$ cat config.mk
export PLATFORM = sky130hd
export DESIGN_NAME = gigabit_serdes_parallel_path
export DESIGN_NICKNAME = d
export VERILOG_FILES = /design/src/gserdes_pkg.sv /design/src/rx_word_retimer.sv /design/src/gigabit_serdes_parallel_path.sv
export SDC_FILE = /design/constraint.sdc
export NUM_CORES = 1
export LEC_CHECK = 0
export ABC_AREA = 1
export BUFFER_PORTS_ARGS = -buffer_cell sky130_fd_sc_hd__buf_2
export CORE_AREA = 3 3 97 117
export CTS_CLUSTER_SIZE = 25
export DETAILED_ROUTE_END_ITERATION = 8
export DIE_AREA = 0 0 100 120
export PLACE_DENSITY = 0.76
export SLEW_MARGIN = 20
export SYNTH_ARGS = -nofsm -noshare
export SYNTH_HDL_FRONTEND = slang
export SYNTH_SLANG_ARGS = --single-unit
$ cat constraint.sdc
create_clock -name clk_i -period 2.5 [get_ports clk_i]
set_input_delay 0.375 -clock clk_i [delete_from_list [all_inputs] [get_ports clk_i]]
set_output_delay 0.375 -clock clk_i [all_outputs]
set_load 0.005 [all_outputs]
$ cat src/gserdes_pkg.sv
// Constants, types and helpers shared by the serial transceiver datapath
package gserdes_pkg;

  // ---------------------------------------------------------------
  // Word geometry and clocking
  // ---------------------------------------------------------------
  localparam int WORD_BITS = 10;
  localparam int HALF_BITS = 5;
  localparam int CNT_W = 4;
  localparam logic [CNT_W-1:0] LAST_BIT = 4'h9;
  localparam int CLK_PERIOD_NS = 10;

  // ---------------------------------------------------------------
  // Power-on reset hold time
  // ---------------------------------------------------------------
  localparam int POR_TIME_NS = 1000;
  localparam int POR_CYCLES =
    (POR_TIME_NS + CLK_PERIOD_NS - 1) / CLK_PERIOD_NS;
  localparam int POR_W = 8;
  localparam logic [POR_W-1:0] POR_LAST = POR_W'(POR_CYCLES - 1);

  // ---------------------------------------------------------------
  // Transmit and receive phase points
  // ---------------------------------------------------------------
  // Word counter value at which the serializer loads; sets latency
  localparam logic [CNT_W-1:0] TX_LOAD_CNT = 4'h6;
  // Receive phase of the mid-word point (DDR falling, half-rate update)
  localparam logic [CNT_W-1:0] RX_MID_PH = 4'h5;
  localparam logic [CNT_W-1:0] RX_FIRST_PH = 4'h0;

  localparam logic [WORD_BITS-1:0] WORD_RESET = 10'h000;
  localparam logic [HALF_BITS-1:0] HALF_RESET = 5'h00;

  typedef enum logic {MODE_TEN_BIT, MODE_DDR} width_mode_e;

  // Modulo-ten step of a bit or phase counter
  function automatic logic [CNT_W-1:0] wrap_inc(input logic [CNT_W-1:0] v);
    logic [CNT_W-1:0] r;
    r = (v == LAST_BIT) ? 4'h0 : CNT_W'(v + 4'h1);
    return r;
  endfunction

endpackage

$ cat src/rx_word_retimer.sv
// Receive retimer and deserializer producing aligned 10-bit words
`timescale 1ns/10ps
`default_nettype none
module rx_word_retimer (
  input wire logic clk_i,
  input wire logic rst_n_i,
  input wire logic serial_in_i,
  output logic [gserdes_pkg::WORD_BITS-1:0] word_o,
  output logic word_strobe_o
);
  import gserdes_pkg::*;

  typedef struct packed {
    logic meta;
    logic sampled;
    logic [WORD_BITS-1:0] shift;
    logic [CNT_W-1:0] cnt;
    logic [WORD_BITS-1:0] word;
    logic strobe;
  } rx_state_s;

  rx_state_s state_ff;
  rx_state_s nxt_state;

  // ---------------------------------------------------------------
  // Retime and deserialize
  // ---------------------------------------------------------------
  // The sampling point is the local bit clock, which runs from the
  // reference; incoming rate must match it within the link tolerance.
  always_comb begin
    nxt_state = state_ff;
    nxt_state.meta = serial_in_i;
    nxt_state.sampled = state_ff.meta;
    // Bit 0 arrives first, so bits enter at the top and move down
    nxt_state.shift = {state_ff.sampled, state_ff.shift[WORD_BITS-1:1]};
    // Free-running counter: no lock request is ever needed
    nxt_state.cnt = wrap_inc(state_ff.cnt);
    nxt_state.strobe = 1'b0;
    if (state_ff.cnt == LAST_BIT) begin
      nxt_state.word = {state_ff.sampled, state_ff.shift[WORD_BITS-1:1]};
      nxt_state.strobe = 1'b1;
    end
  end

  always_ff @(posedge clk_i or negedge rst_n_i) begin
    if (!rst_n_i) begin
      state_ff <= '0;
    end else begin
      state_ff <= nxt_state;
    end
  end

  assign word_o = state_ff.word;
  assign word_strobe_o = state_ff.strobe;

endmodule
`default_nettype wire

$ cat src/gigabit_serdes_parallel_path.sv
// Parallel-side transmit and receive datapath of the serial transceiver
`timescale 1ns/10ps
`default_nettype none
module gigabit_serdes_parallel_path (
  input wire logic clk_i,
  input wire logic rst_n_i,
  input wire logic reference_clock_in_i,
  input wire logic parallel_width_select_i,
  input wire logic rx_clock_rate_select_i,
  input wire logic [gserdes_pkg::WORD_BITS-1:0] tx_parallel_word_i,
  input wire logic serial_in_i,
  output logic serial_out_pos_o,
  output logic serial_out_neg_o,
  output logic serial_out_oe_o,
  output logic [gserdes_pkg::WORD_BITS-1:0] rx_parallel_word_o,
  output logic rx_byte_clock_a_o,
  output logic rx_byte_clock_b_o
);
  import gserdes_pkg::*;

  typedef struct packed {
    // Pin synchronisers: the meta stages feed only the next stage
    logic ref_meta;
    logic ref_sync;
    logic ref_prev;
    logic width_meta;
    logic width_sync;
    logic rate_meta;
    logic rate_sync;
    logic [WORD_BITS-1:0] td_meta;
    logic [WORD_BITS-1:0] td_sync;
    // Power-on reset
    logic [POR_W-1:0] por_cnt;
    logic por_done;
    // Transmit path
    logic [HALF_BITS-1:0] lo_half;
    logic [WORD_BITS-1:0] tx_word;
    logic [WORD_BITS-1:0] tx_word_dly;
    logic [CNT_W-1:0] tx_cnt;
    logic [WORD_BITS-1:0] tx_shift;
    logic ser_pos;
    logic ser_neg;
    logic ser_oe;
    // Receive presentation
    logic [WORD_BITS-1:0] rx_hold;
    logic [CNT_W-1:0] rx_ph;
    logic rx_parity;
    logic [WORD_BITS-1:0] rx_out;
    logic rbc_a;
    logic rbc_b;
  } top_state_s;

  top_state_s state_ff;
  top_state_s nxt_state;

  logic [WORD_BITS-1:0] rx_word;
  logic rx_strobe;
  logic ref_rise;
  logic ref_fall;
  width_mode_e width_mode;
  logic [WORD_BITS-1:0] load_word;

  // ---------------------------------------------------------------
  // Receive retimer
  // ---------------------------------------------------------------
  rx_word_retimer u_rx (
    .clk_i(clk_i),
    .rst_n_i(rst_n_i),
    .serial_in_i(serial_in_i),
    .word_o(rx_word),
    .word_strobe_o(rx_strobe)
  );

  // ---------------------------------------------------------------
  // Mode and reference edge decode
  // ---------------------------------------------------------------
  assign ref_rise = state_ff.ref_sync & ~state_ff.ref_prev;
  assign ref_fall = ~state_ff.ref_sync & state_ff.ref_prev;
  assign width_mode = state_ff.width_sync ? MODE_DDR : MODE_TEN_BIT;
  // DDR words wait one extra word so the falling half is complete
  assign load_word = (width_mode == MODE_DDR) ?
                     state_ff.tx_word_dly : state_ff.tx_word;

  always_comb begin
    nxt_state = state_ff;

    // -------------------------------------------------------------
    // Synchronisers
    // -------------------------------------------------------------
    nxt_state.ref_meta = reference_clock_in_i;
    nxt_state.ref_sync = state_ff.ref_meta;
    nxt_state.ref_prev = state_ff.ref_sync;
    nxt_state.width_meta = parallel_width_select_i;
    nxt_state.width_sync = state_ff.width_meta;
    nxt_state.rate_meta = rx_clock_rate_select_i;
    nxt_state.rate_sync = state_ff.rate_meta;
    nxt_state.td_meta = tx_parallel_word_i;
    nxt_state.td_sync = state_ff.td_meta;

    // -------------------------------------------------------------
    // Power-on reset
    // -------------------------------------------------------------
    if (!state_ff.por_done) begin
      if (state_ff.por_cnt == POR_LAST) begin
        nxt_state.por_done = 1'b1;
      end else begin
        nxt_state.por_cnt = POR_W'(state_ff.por_cnt + 8'h01);
      end
    end

    // -------------------------------------------------------------
    // Transmit word capture
    // -------------------------------------------------------------
    // The word counter restarts at every reference rise, so the ten
    // bit times of a word stay locked to the reference period
    nxt_state.tx_cnt = wrap_inc(state_ff.tx_cnt);
    if (ref_rise) begin
      nxt_state.tx_cnt = 4'h0;
      nxt_state.tx_word_dly = state_ff.tx_word;
      if (width_mode == MODE_TEN_BIT) begin
        nxt_state.tx_word = state_ff.td_sync;
      end else begin
        nxt_state.lo_half = state_ff.td_sync[HALF_BITS-1:0];
      end
    end
    if (ref_fall && width_mode == MODE_DDR) begin
      // Falling half completes the word begun on the preceding reference rise
      nxt_state.tx_word = {state_ff.td_sync[HALF_BITS-1:0],
                           state_ff.lo_half};
    end

    // -------------------------------------------------------------
    // Serializer
    // -------------------------------------------------------------
    // Load point fixes bit 9 at 19-20 (ten-bit) or 29-30 (DDR) bits
    // after the reference rise; the spread is pin sampling jitter
    if (state_ff.tx_cnt == TX_LOAD_CNT) begin
      nxt_state.ser_pos = load_word[0];
      nxt_state.tx_shift = {1'b0, load_word[WORD_BITS-1:1]};
    end else begin
      nxt_state.ser_pos = state_ff.tx_shift[0];
      nxt_state.tx_shift = {1'b0, state_ff.tx_shift[WORD_BITS-1:1]};
    end
    nxt_state.ser_neg = ~nxt_state.ser_pos;
    nxt_state.ser_oe = state_ff.por_done;

    // -------------------------------------------------------------
    // Receive byte clocks and data
    // -------------------------------------------------------------
    nxt_state.rx_ph = wrap_inc(state_ff.rx_ph);
    if (rx_strobe) begin
      nxt_state.rx_hold = rx_word;
      nxt_state.rx_ph = 4'h0;
      nxt_state.rx_parity = ~state_ff.rx_parity;
    end
    if (width_mode == MODE_DDR) begin
      // One full-rate clock; bits 0-4 at its rise, 5-9 at its fall
      nxt_state.rbc_a = (state_ff.rx_ph < RX_MID_PH);
      nxt_state.rbc_b = 1'b0;
      if (state_ff.rx_ph == RX_FIRST_PH) begin
        nxt_state.rx_out = {{HALF_BITS{1'b0}},
                            state_ff.rx_hold[HALF_BITS-1:0]};
      end else if (state_ff.rx_ph == RX_MID_PH) begin
        nxt_state.rx_out = {{HALF_BITS{1'b0}},
                            state_ff.rx_hold[WORD_BITS-1:HALF_BITS]};
      end
    end else if (state_ff.rate_sync) begin
      // Full rate: data launched with the rise of the first clock
      nxt_state.rbc_a = (state_ff.rx_ph < RX_MID_PH);
      nxt_state.rbc_b = 1'b0;
      if (state_ff.rx_ph == RX_FIRST_PH) begin
        nxt_state.rx_out = state_ff.rx_hold;
      end
    end else begin
      // Half rate: each clock high for one word, low for the next;
      // data changes mid-word so each rise sees it settled
      nxt_state.rbc_a = state_ff.rx_parity;
      nxt_state.rbc_b = ~state_ff.rx_parity;
      if (state_ff.rx_ph == RX_MID_PH) begin
        nxt_state.rx_out = state_ff.rx_hold;
      end
    end
    if (!state_ff.por_done) begin
      nxt_state.rbc_a = 1'b0;
      nxt_state.rbc_b = 1'b0;
    end
  end

  // ---------------------------------------------------------------
  // State register
  // ---------------------------------------------------------------
  always_ff @(posedge clk_i or negedge rst_n_i) begin
    if (!rst_n_i) begin
      state_ff <= '0;
    end else begin
      state_ff <= nxt_state;
    end
  end

  assign serial_out_pos_o = state_ff.ser_pos;
  assign serial_out_neg_o = state_ff.ser_neg;
  assign serial_out_oe_o = state_ff.ser_oe;
  assign rx_parallel_word_o = state_ff.rx_out;
  assign rx_byte_clock_a_o = state_ff.rbc_a;
  assign rx_byte_clock_b_o = state_ff.rbc_b;

endmodule
`default_nettype wire

# == Word level (Yosys, flattened, before mapping) ==
# Index checks and enable logic that the tools add are counted.
# op_classes
n_addsub,4
order_cmp,1
n_eq_ne,9
mux,20
n_bitwise,8
reduce_logical,8
# ops
op,count
$mux W10,8
$mux W12,2
$mux W24,1
$add A4 B1 Y4 const B,3
$eq A4 B4 Y1 const B,3
$mux W4,3
$add A8 B1 Y8 const B,1
$eq A4 B3 Y1 const B,2
$eq A8 B7 Y1 const B,1
$ne A3 B1 Y1 const B,2
$not A1 Y1,6
$reduce_and A2 Y1,3
$mux W5,1
$logic_not A4 Y1,1
$lt A4 B3 Y1 const B,1
$mux W1,4
$reduce_and A3 Y1,1
$reduce_bool A3 Y1,1
$and A1 B1 Y1,2
$mux W2,1
$ne A2 B1 Y1 const B,1
$reduce_bool A2 Y1,1
$logic_and A1 B1 Y1,1
# word_totals
ff_bits,132
inputBits,16
word_cells,81

# == Logic depth before layout (Yosys ltp) ==
# logic_depth
word_depth,5
ltp_mapped,8
ltp_nobuf,8

# == Hierarchy ==
# A second synthesis with hierarchy kept.
# hier_totals
cells_unflattened,540
hier_area_um2,5094.9
# by_module_without_submodules
mod,n_inst,cells_per_inst,area_each_um2,seq_area_each_um2
gigabit_serdes_parallel_path,1,451,4129.0,2602.5
rx_word_retimer,1,89,965.9,650.6

# == Least setup slack after synthesis ==
# Ideal clock, no wire load.
# synth_path
path_kind,register -> register
startpoint,reg state_ff[70] in the netlist's numbering
endpoint,reg state_ff[77] in the netlist's numbering
setup_time_ns,0.065
arrival_ns,1.163
required_ns,2.435
setup_slack_ns,1.272
path_stages_with_launch,9
path_buffers,0
cell_sequence,dfrtp_1 > ha_1 > inv_1 > nor2_1 > nand2_1 > nor2_1 > nor2_1 > nand2_1 > nand2_1
# synth_via
elab_chain_len,3
word_cells_on_any_way,4
# synth_lines
item,line_no,text
from (decl),gigabit_serdes_parallel_path.sv:53,top_state_s state_ff;
from (signal assigned),gigabit_serdes_parallel_path.sv:196,state_ff <= nxt_state;
branches (longest 3 deep; another with $add A8 B1 Y8),-,
# Several ways; the timed one is not identified.
# A chain may end at the register's enable or synchronous reset.

# == Worst setup path after layout ==
# layout_path
startpoint,reg state_ff[100] in the netlist's numbering
endpoint,reg state_ff (netlist bit rx_parallel_word_o[6])
# layout_via
elab_chain_len,3
word_cells_on_any_way,6
# layout_lines
item,line_no,text
$mux W1 (*),gigabit_serdes_parallel_path.sv:79,assign width_mode = state_ff.width_sync ? MODE_DDR : MODE_TEN_BIT;
$ne A3 B1 Y1 (no source line) / $reduce_bool A3 Y1 (equally long branches),-,
$reduce_and A3 Y1 (no source line),-,
# Mark *: on every way between the ends. The rest lies on a longest branch, timed or not.

==> out/metrics.csv <==
metric,value,unit
final setup violation count,0,
syn_area_per_cell,9.49,sq um
pwr dens,900,nW/um^2
Final Hold Viols,0,
RSZ-0062 raised after global routing,no,
share of cells above drive strength 1,0.128,
"Top FF cell, synth",dfrtp_1,
vias in the first global route,3459,
cts repair resizes,0,
Synth Net Count,545,
Post-synth EDFFs,0,
capture point of the worst reg-to-reg path,rx_parallel_word_o[6]$_DFFE_PN0P_,
total power,5.28,mW
setup_tns,0,ns
Hold Path Class,in -> async,
cts bufs inserted,17,
post-synth top area share,0.649,
count of input and output buffers,30,
maximum vdd drop,0.577,mV
final WL,8720,um
Chip Height,120,um
Yosys reg bits,130,
Worst Skew,0.00845,ns
YS warnings,0,
DRT Pass-1 Iters,5,
Area contributors post-synth,"dfrtp_1 (65%), nand2_1 (14%), inv_1 (4.4%), o21ai_0 (3.7%), nand3_1 (2.7%)",
clk sink count,130,
cell taking the most area after synthesis,dfrtp_1,
clock root buffer,clkbuf_16,
largest net degree at the start of global routing,57,
Most common cell on crit path,nand2_1,
Core Footprint,10400,sq um
initial antenna violation count,0,
fmax,560,MHz
worst-margin pin slew,0.720,ns
r2r worst-path depth,7,
Leak,3.01,nW
CTS H-tree depth,4,
Final Max Slew Viols,0,
critical path depth,7,
Top delay family on crit path,simple AND/OR/NAND/NOR gates,
critical path class,reg -> reg,
crit path launch type,flop,
post-synthesis cell area,5010,sq um
Synth async-reset ratio,1.00,
register area share after synthesis,0.649,
"Clk Latency, worst-skew pair",0.41,ns
worst path arrival time,2.08,ns
count of cell types in the netlist,23,
most common library cells after synthesis,"nand2_1 (183), dfrtp_1 (130), inv_1 (59), o21ai_0 (37)",
first-pass GRT wire length,15300,um
"Reg clk slew, reported paths",0.06,ns
DR WL/cell,12.5,um
MaxCap Viol Count,0,
drt first-iter violations,222,
vias per inst,4.88,
post-DP HPWL,5770,um
Nets,574,
worst reg2reg path startpoint,state_ff[100]$_DFF_PN0_,
chip width,100,um
grt ovf,0,
Initial Utilization,0.481,
status,completed,
post-CTS setup buffer count,0,
r2r setup slk,0.72,ns
Critical-path top delay cell,dfrtp_1,
slowest cell delay on critical path,0.60,ns
via count,3413,
CP bufs+invs,2,
fillers,864,
CP Cell Sequence,"inv_2, nand2_1, nand3_1, nand2_1, inv_2, nand2_1, nand2_1",
antenna diode count,0,
drc violations,0,
Critical Path RT,2.80,ns
CP endpoint kind,flop,
"critical path fanouts, max",25,
clock tree from TritonCTS,built,
most frequent cell after synthesis,nand2_1,
CTS Hold Bufs,0,
normalized max-slew margin,0.520,
fin crit period,1.78,ns
area delta synth->final,17.0,%
period utilization,0.714,
Die Area,12000,sq um
GRT Total Usage,0.162,
Rows,41,
Mapped Cells,528,
CTS Buffer Depth,2,
antenna-violating nets left,0,
IO Count,31,
Final GP Congestion,0.896,
routing by layer:
metal  GRT usage  vias up  part of all wire
met5           0        -                 0
met3      0.0558       13             0.046
met4      0.0649        0             0.017
met2       0.263       77              0.50
li1            -     1686                 -
met1       0.198     1637              0.44
sequential cells by signal (all words and copies together), names as in the netlist:
name	flops
state_ff	74
nxt_state	15
u_rx.nxt_state	11
rx_parallel_word_o	10
u_rx.word_o	10
u_rx.state_ff	4
rx_byte_clock_a_o	1
rx_byte_clock_b_o	1
serial_out_neg_o	1
serial_out_oe_o	1
serial_out_pos_o	1
u_rx.word_strobe_o	1
per-stage QoR:
stage | cells | setup WS (ns) | util | hold WS [ns] | cell area (sq um)
finish | 699 | 0.716 | 0.563 | 0.0179 | 5860
global route | 699 | 0.487 | 0.563 | 0.0502 | 5860
CTS | 699 | 0.726 | 0.563 | 0.0363 | 5860
detailed placement | 667 | 0.754 | 0.502 | 0.335 | 5230
global placement | 667 | 0.868 | 0.502 | 0.333 | 5230
floorplan | 528 | 1.27 | - | 0.0794 | 5010
layout by cell type (no fill, tap or decap), drive strengths merged, types with 6 or more instances in the layout:
| master | n |
|---|---|
| nand2 | 187 |
| dfrtp | 130 |
| inv | 62 |
| o21ai | 43 |
| buf | 33 |
| nor2 | 27 |
| nand3 | 27 |
| clkbuf | 20 |
| o211ai | 8 |
| clkinvlp | 7 |
| xor2 | 6 |
worst max path at each step:
stage                        startpoint                                end  slack [ns]
3_3_place_gp    state_ff[100]$_DFF_PN0_  rx_parallel_word_o[5]$_DFFE_PN0P_        0.87
2_1_floorplan  state_ff[70]$_DFFE_PN0P_           state_ff[77]$_DFFE_PN0P_        1.27
6_report        state_ff[100]$_DFF_PN0_  rx_parallel_word_o[6]$_DFFE_PN0P_        0.72
3_5_place_dp    state_ff[100]$_DFF_PN0_  rx_parallel_word_o[7]$_DFFE_PN0P_        0.75
5_1_grt         state_ff[100]$_DFF_PN0_  rx_parallel_word_o[6]$_DFFE_PN0P_        0.49
4_1_cts         state_ff[100]$_DFF_PN0_  rx_parallel_word_o[7]$_DFFE_PN0P_        0.73
power by group:
part / internal [mW] / leakage [nW] / switching (mW) / total, mW
clock: 1.72 / 0.287 / 0.895 / 2.62
sequential: 2.27 / 1.61 / 0.0791 / 2.35
combinational: 0.114 / 1.12 / 0.202 / 0.315
total: 4.10 / 3.01 / 1.18 / 5.28
area by class of cell:
type | instances | area [sq um] | share of cell area
repair buffers | 33 | 200 | 0.0341
clock buffers | 20 | 457 | 0.0779
flip-flops and latches | 130 | 3250 | 0.555
clock inverters | 12 | 181 | 0.0309
multi-input cells | 313 | 1380 | 0.235
well taps | 129 | 161 | 0.0275
inverters | 62 | 235 | 0.0401
cell families (layout without fill, tap and decap cells):
family,after synthesis,after routing,synth area share
AND/OR/NAND/NOR,245,245,0.194
AO/OA/AOI/OAI,61,61,0.0669
buffers and inverters,85,127,0.0766
XOR/XNOR,6,6,0.0105
adder cells (fa/ha/maj),1,1,0.00250
flip-flops,130,130,0.649
Power figures use the tool's default switching activity.
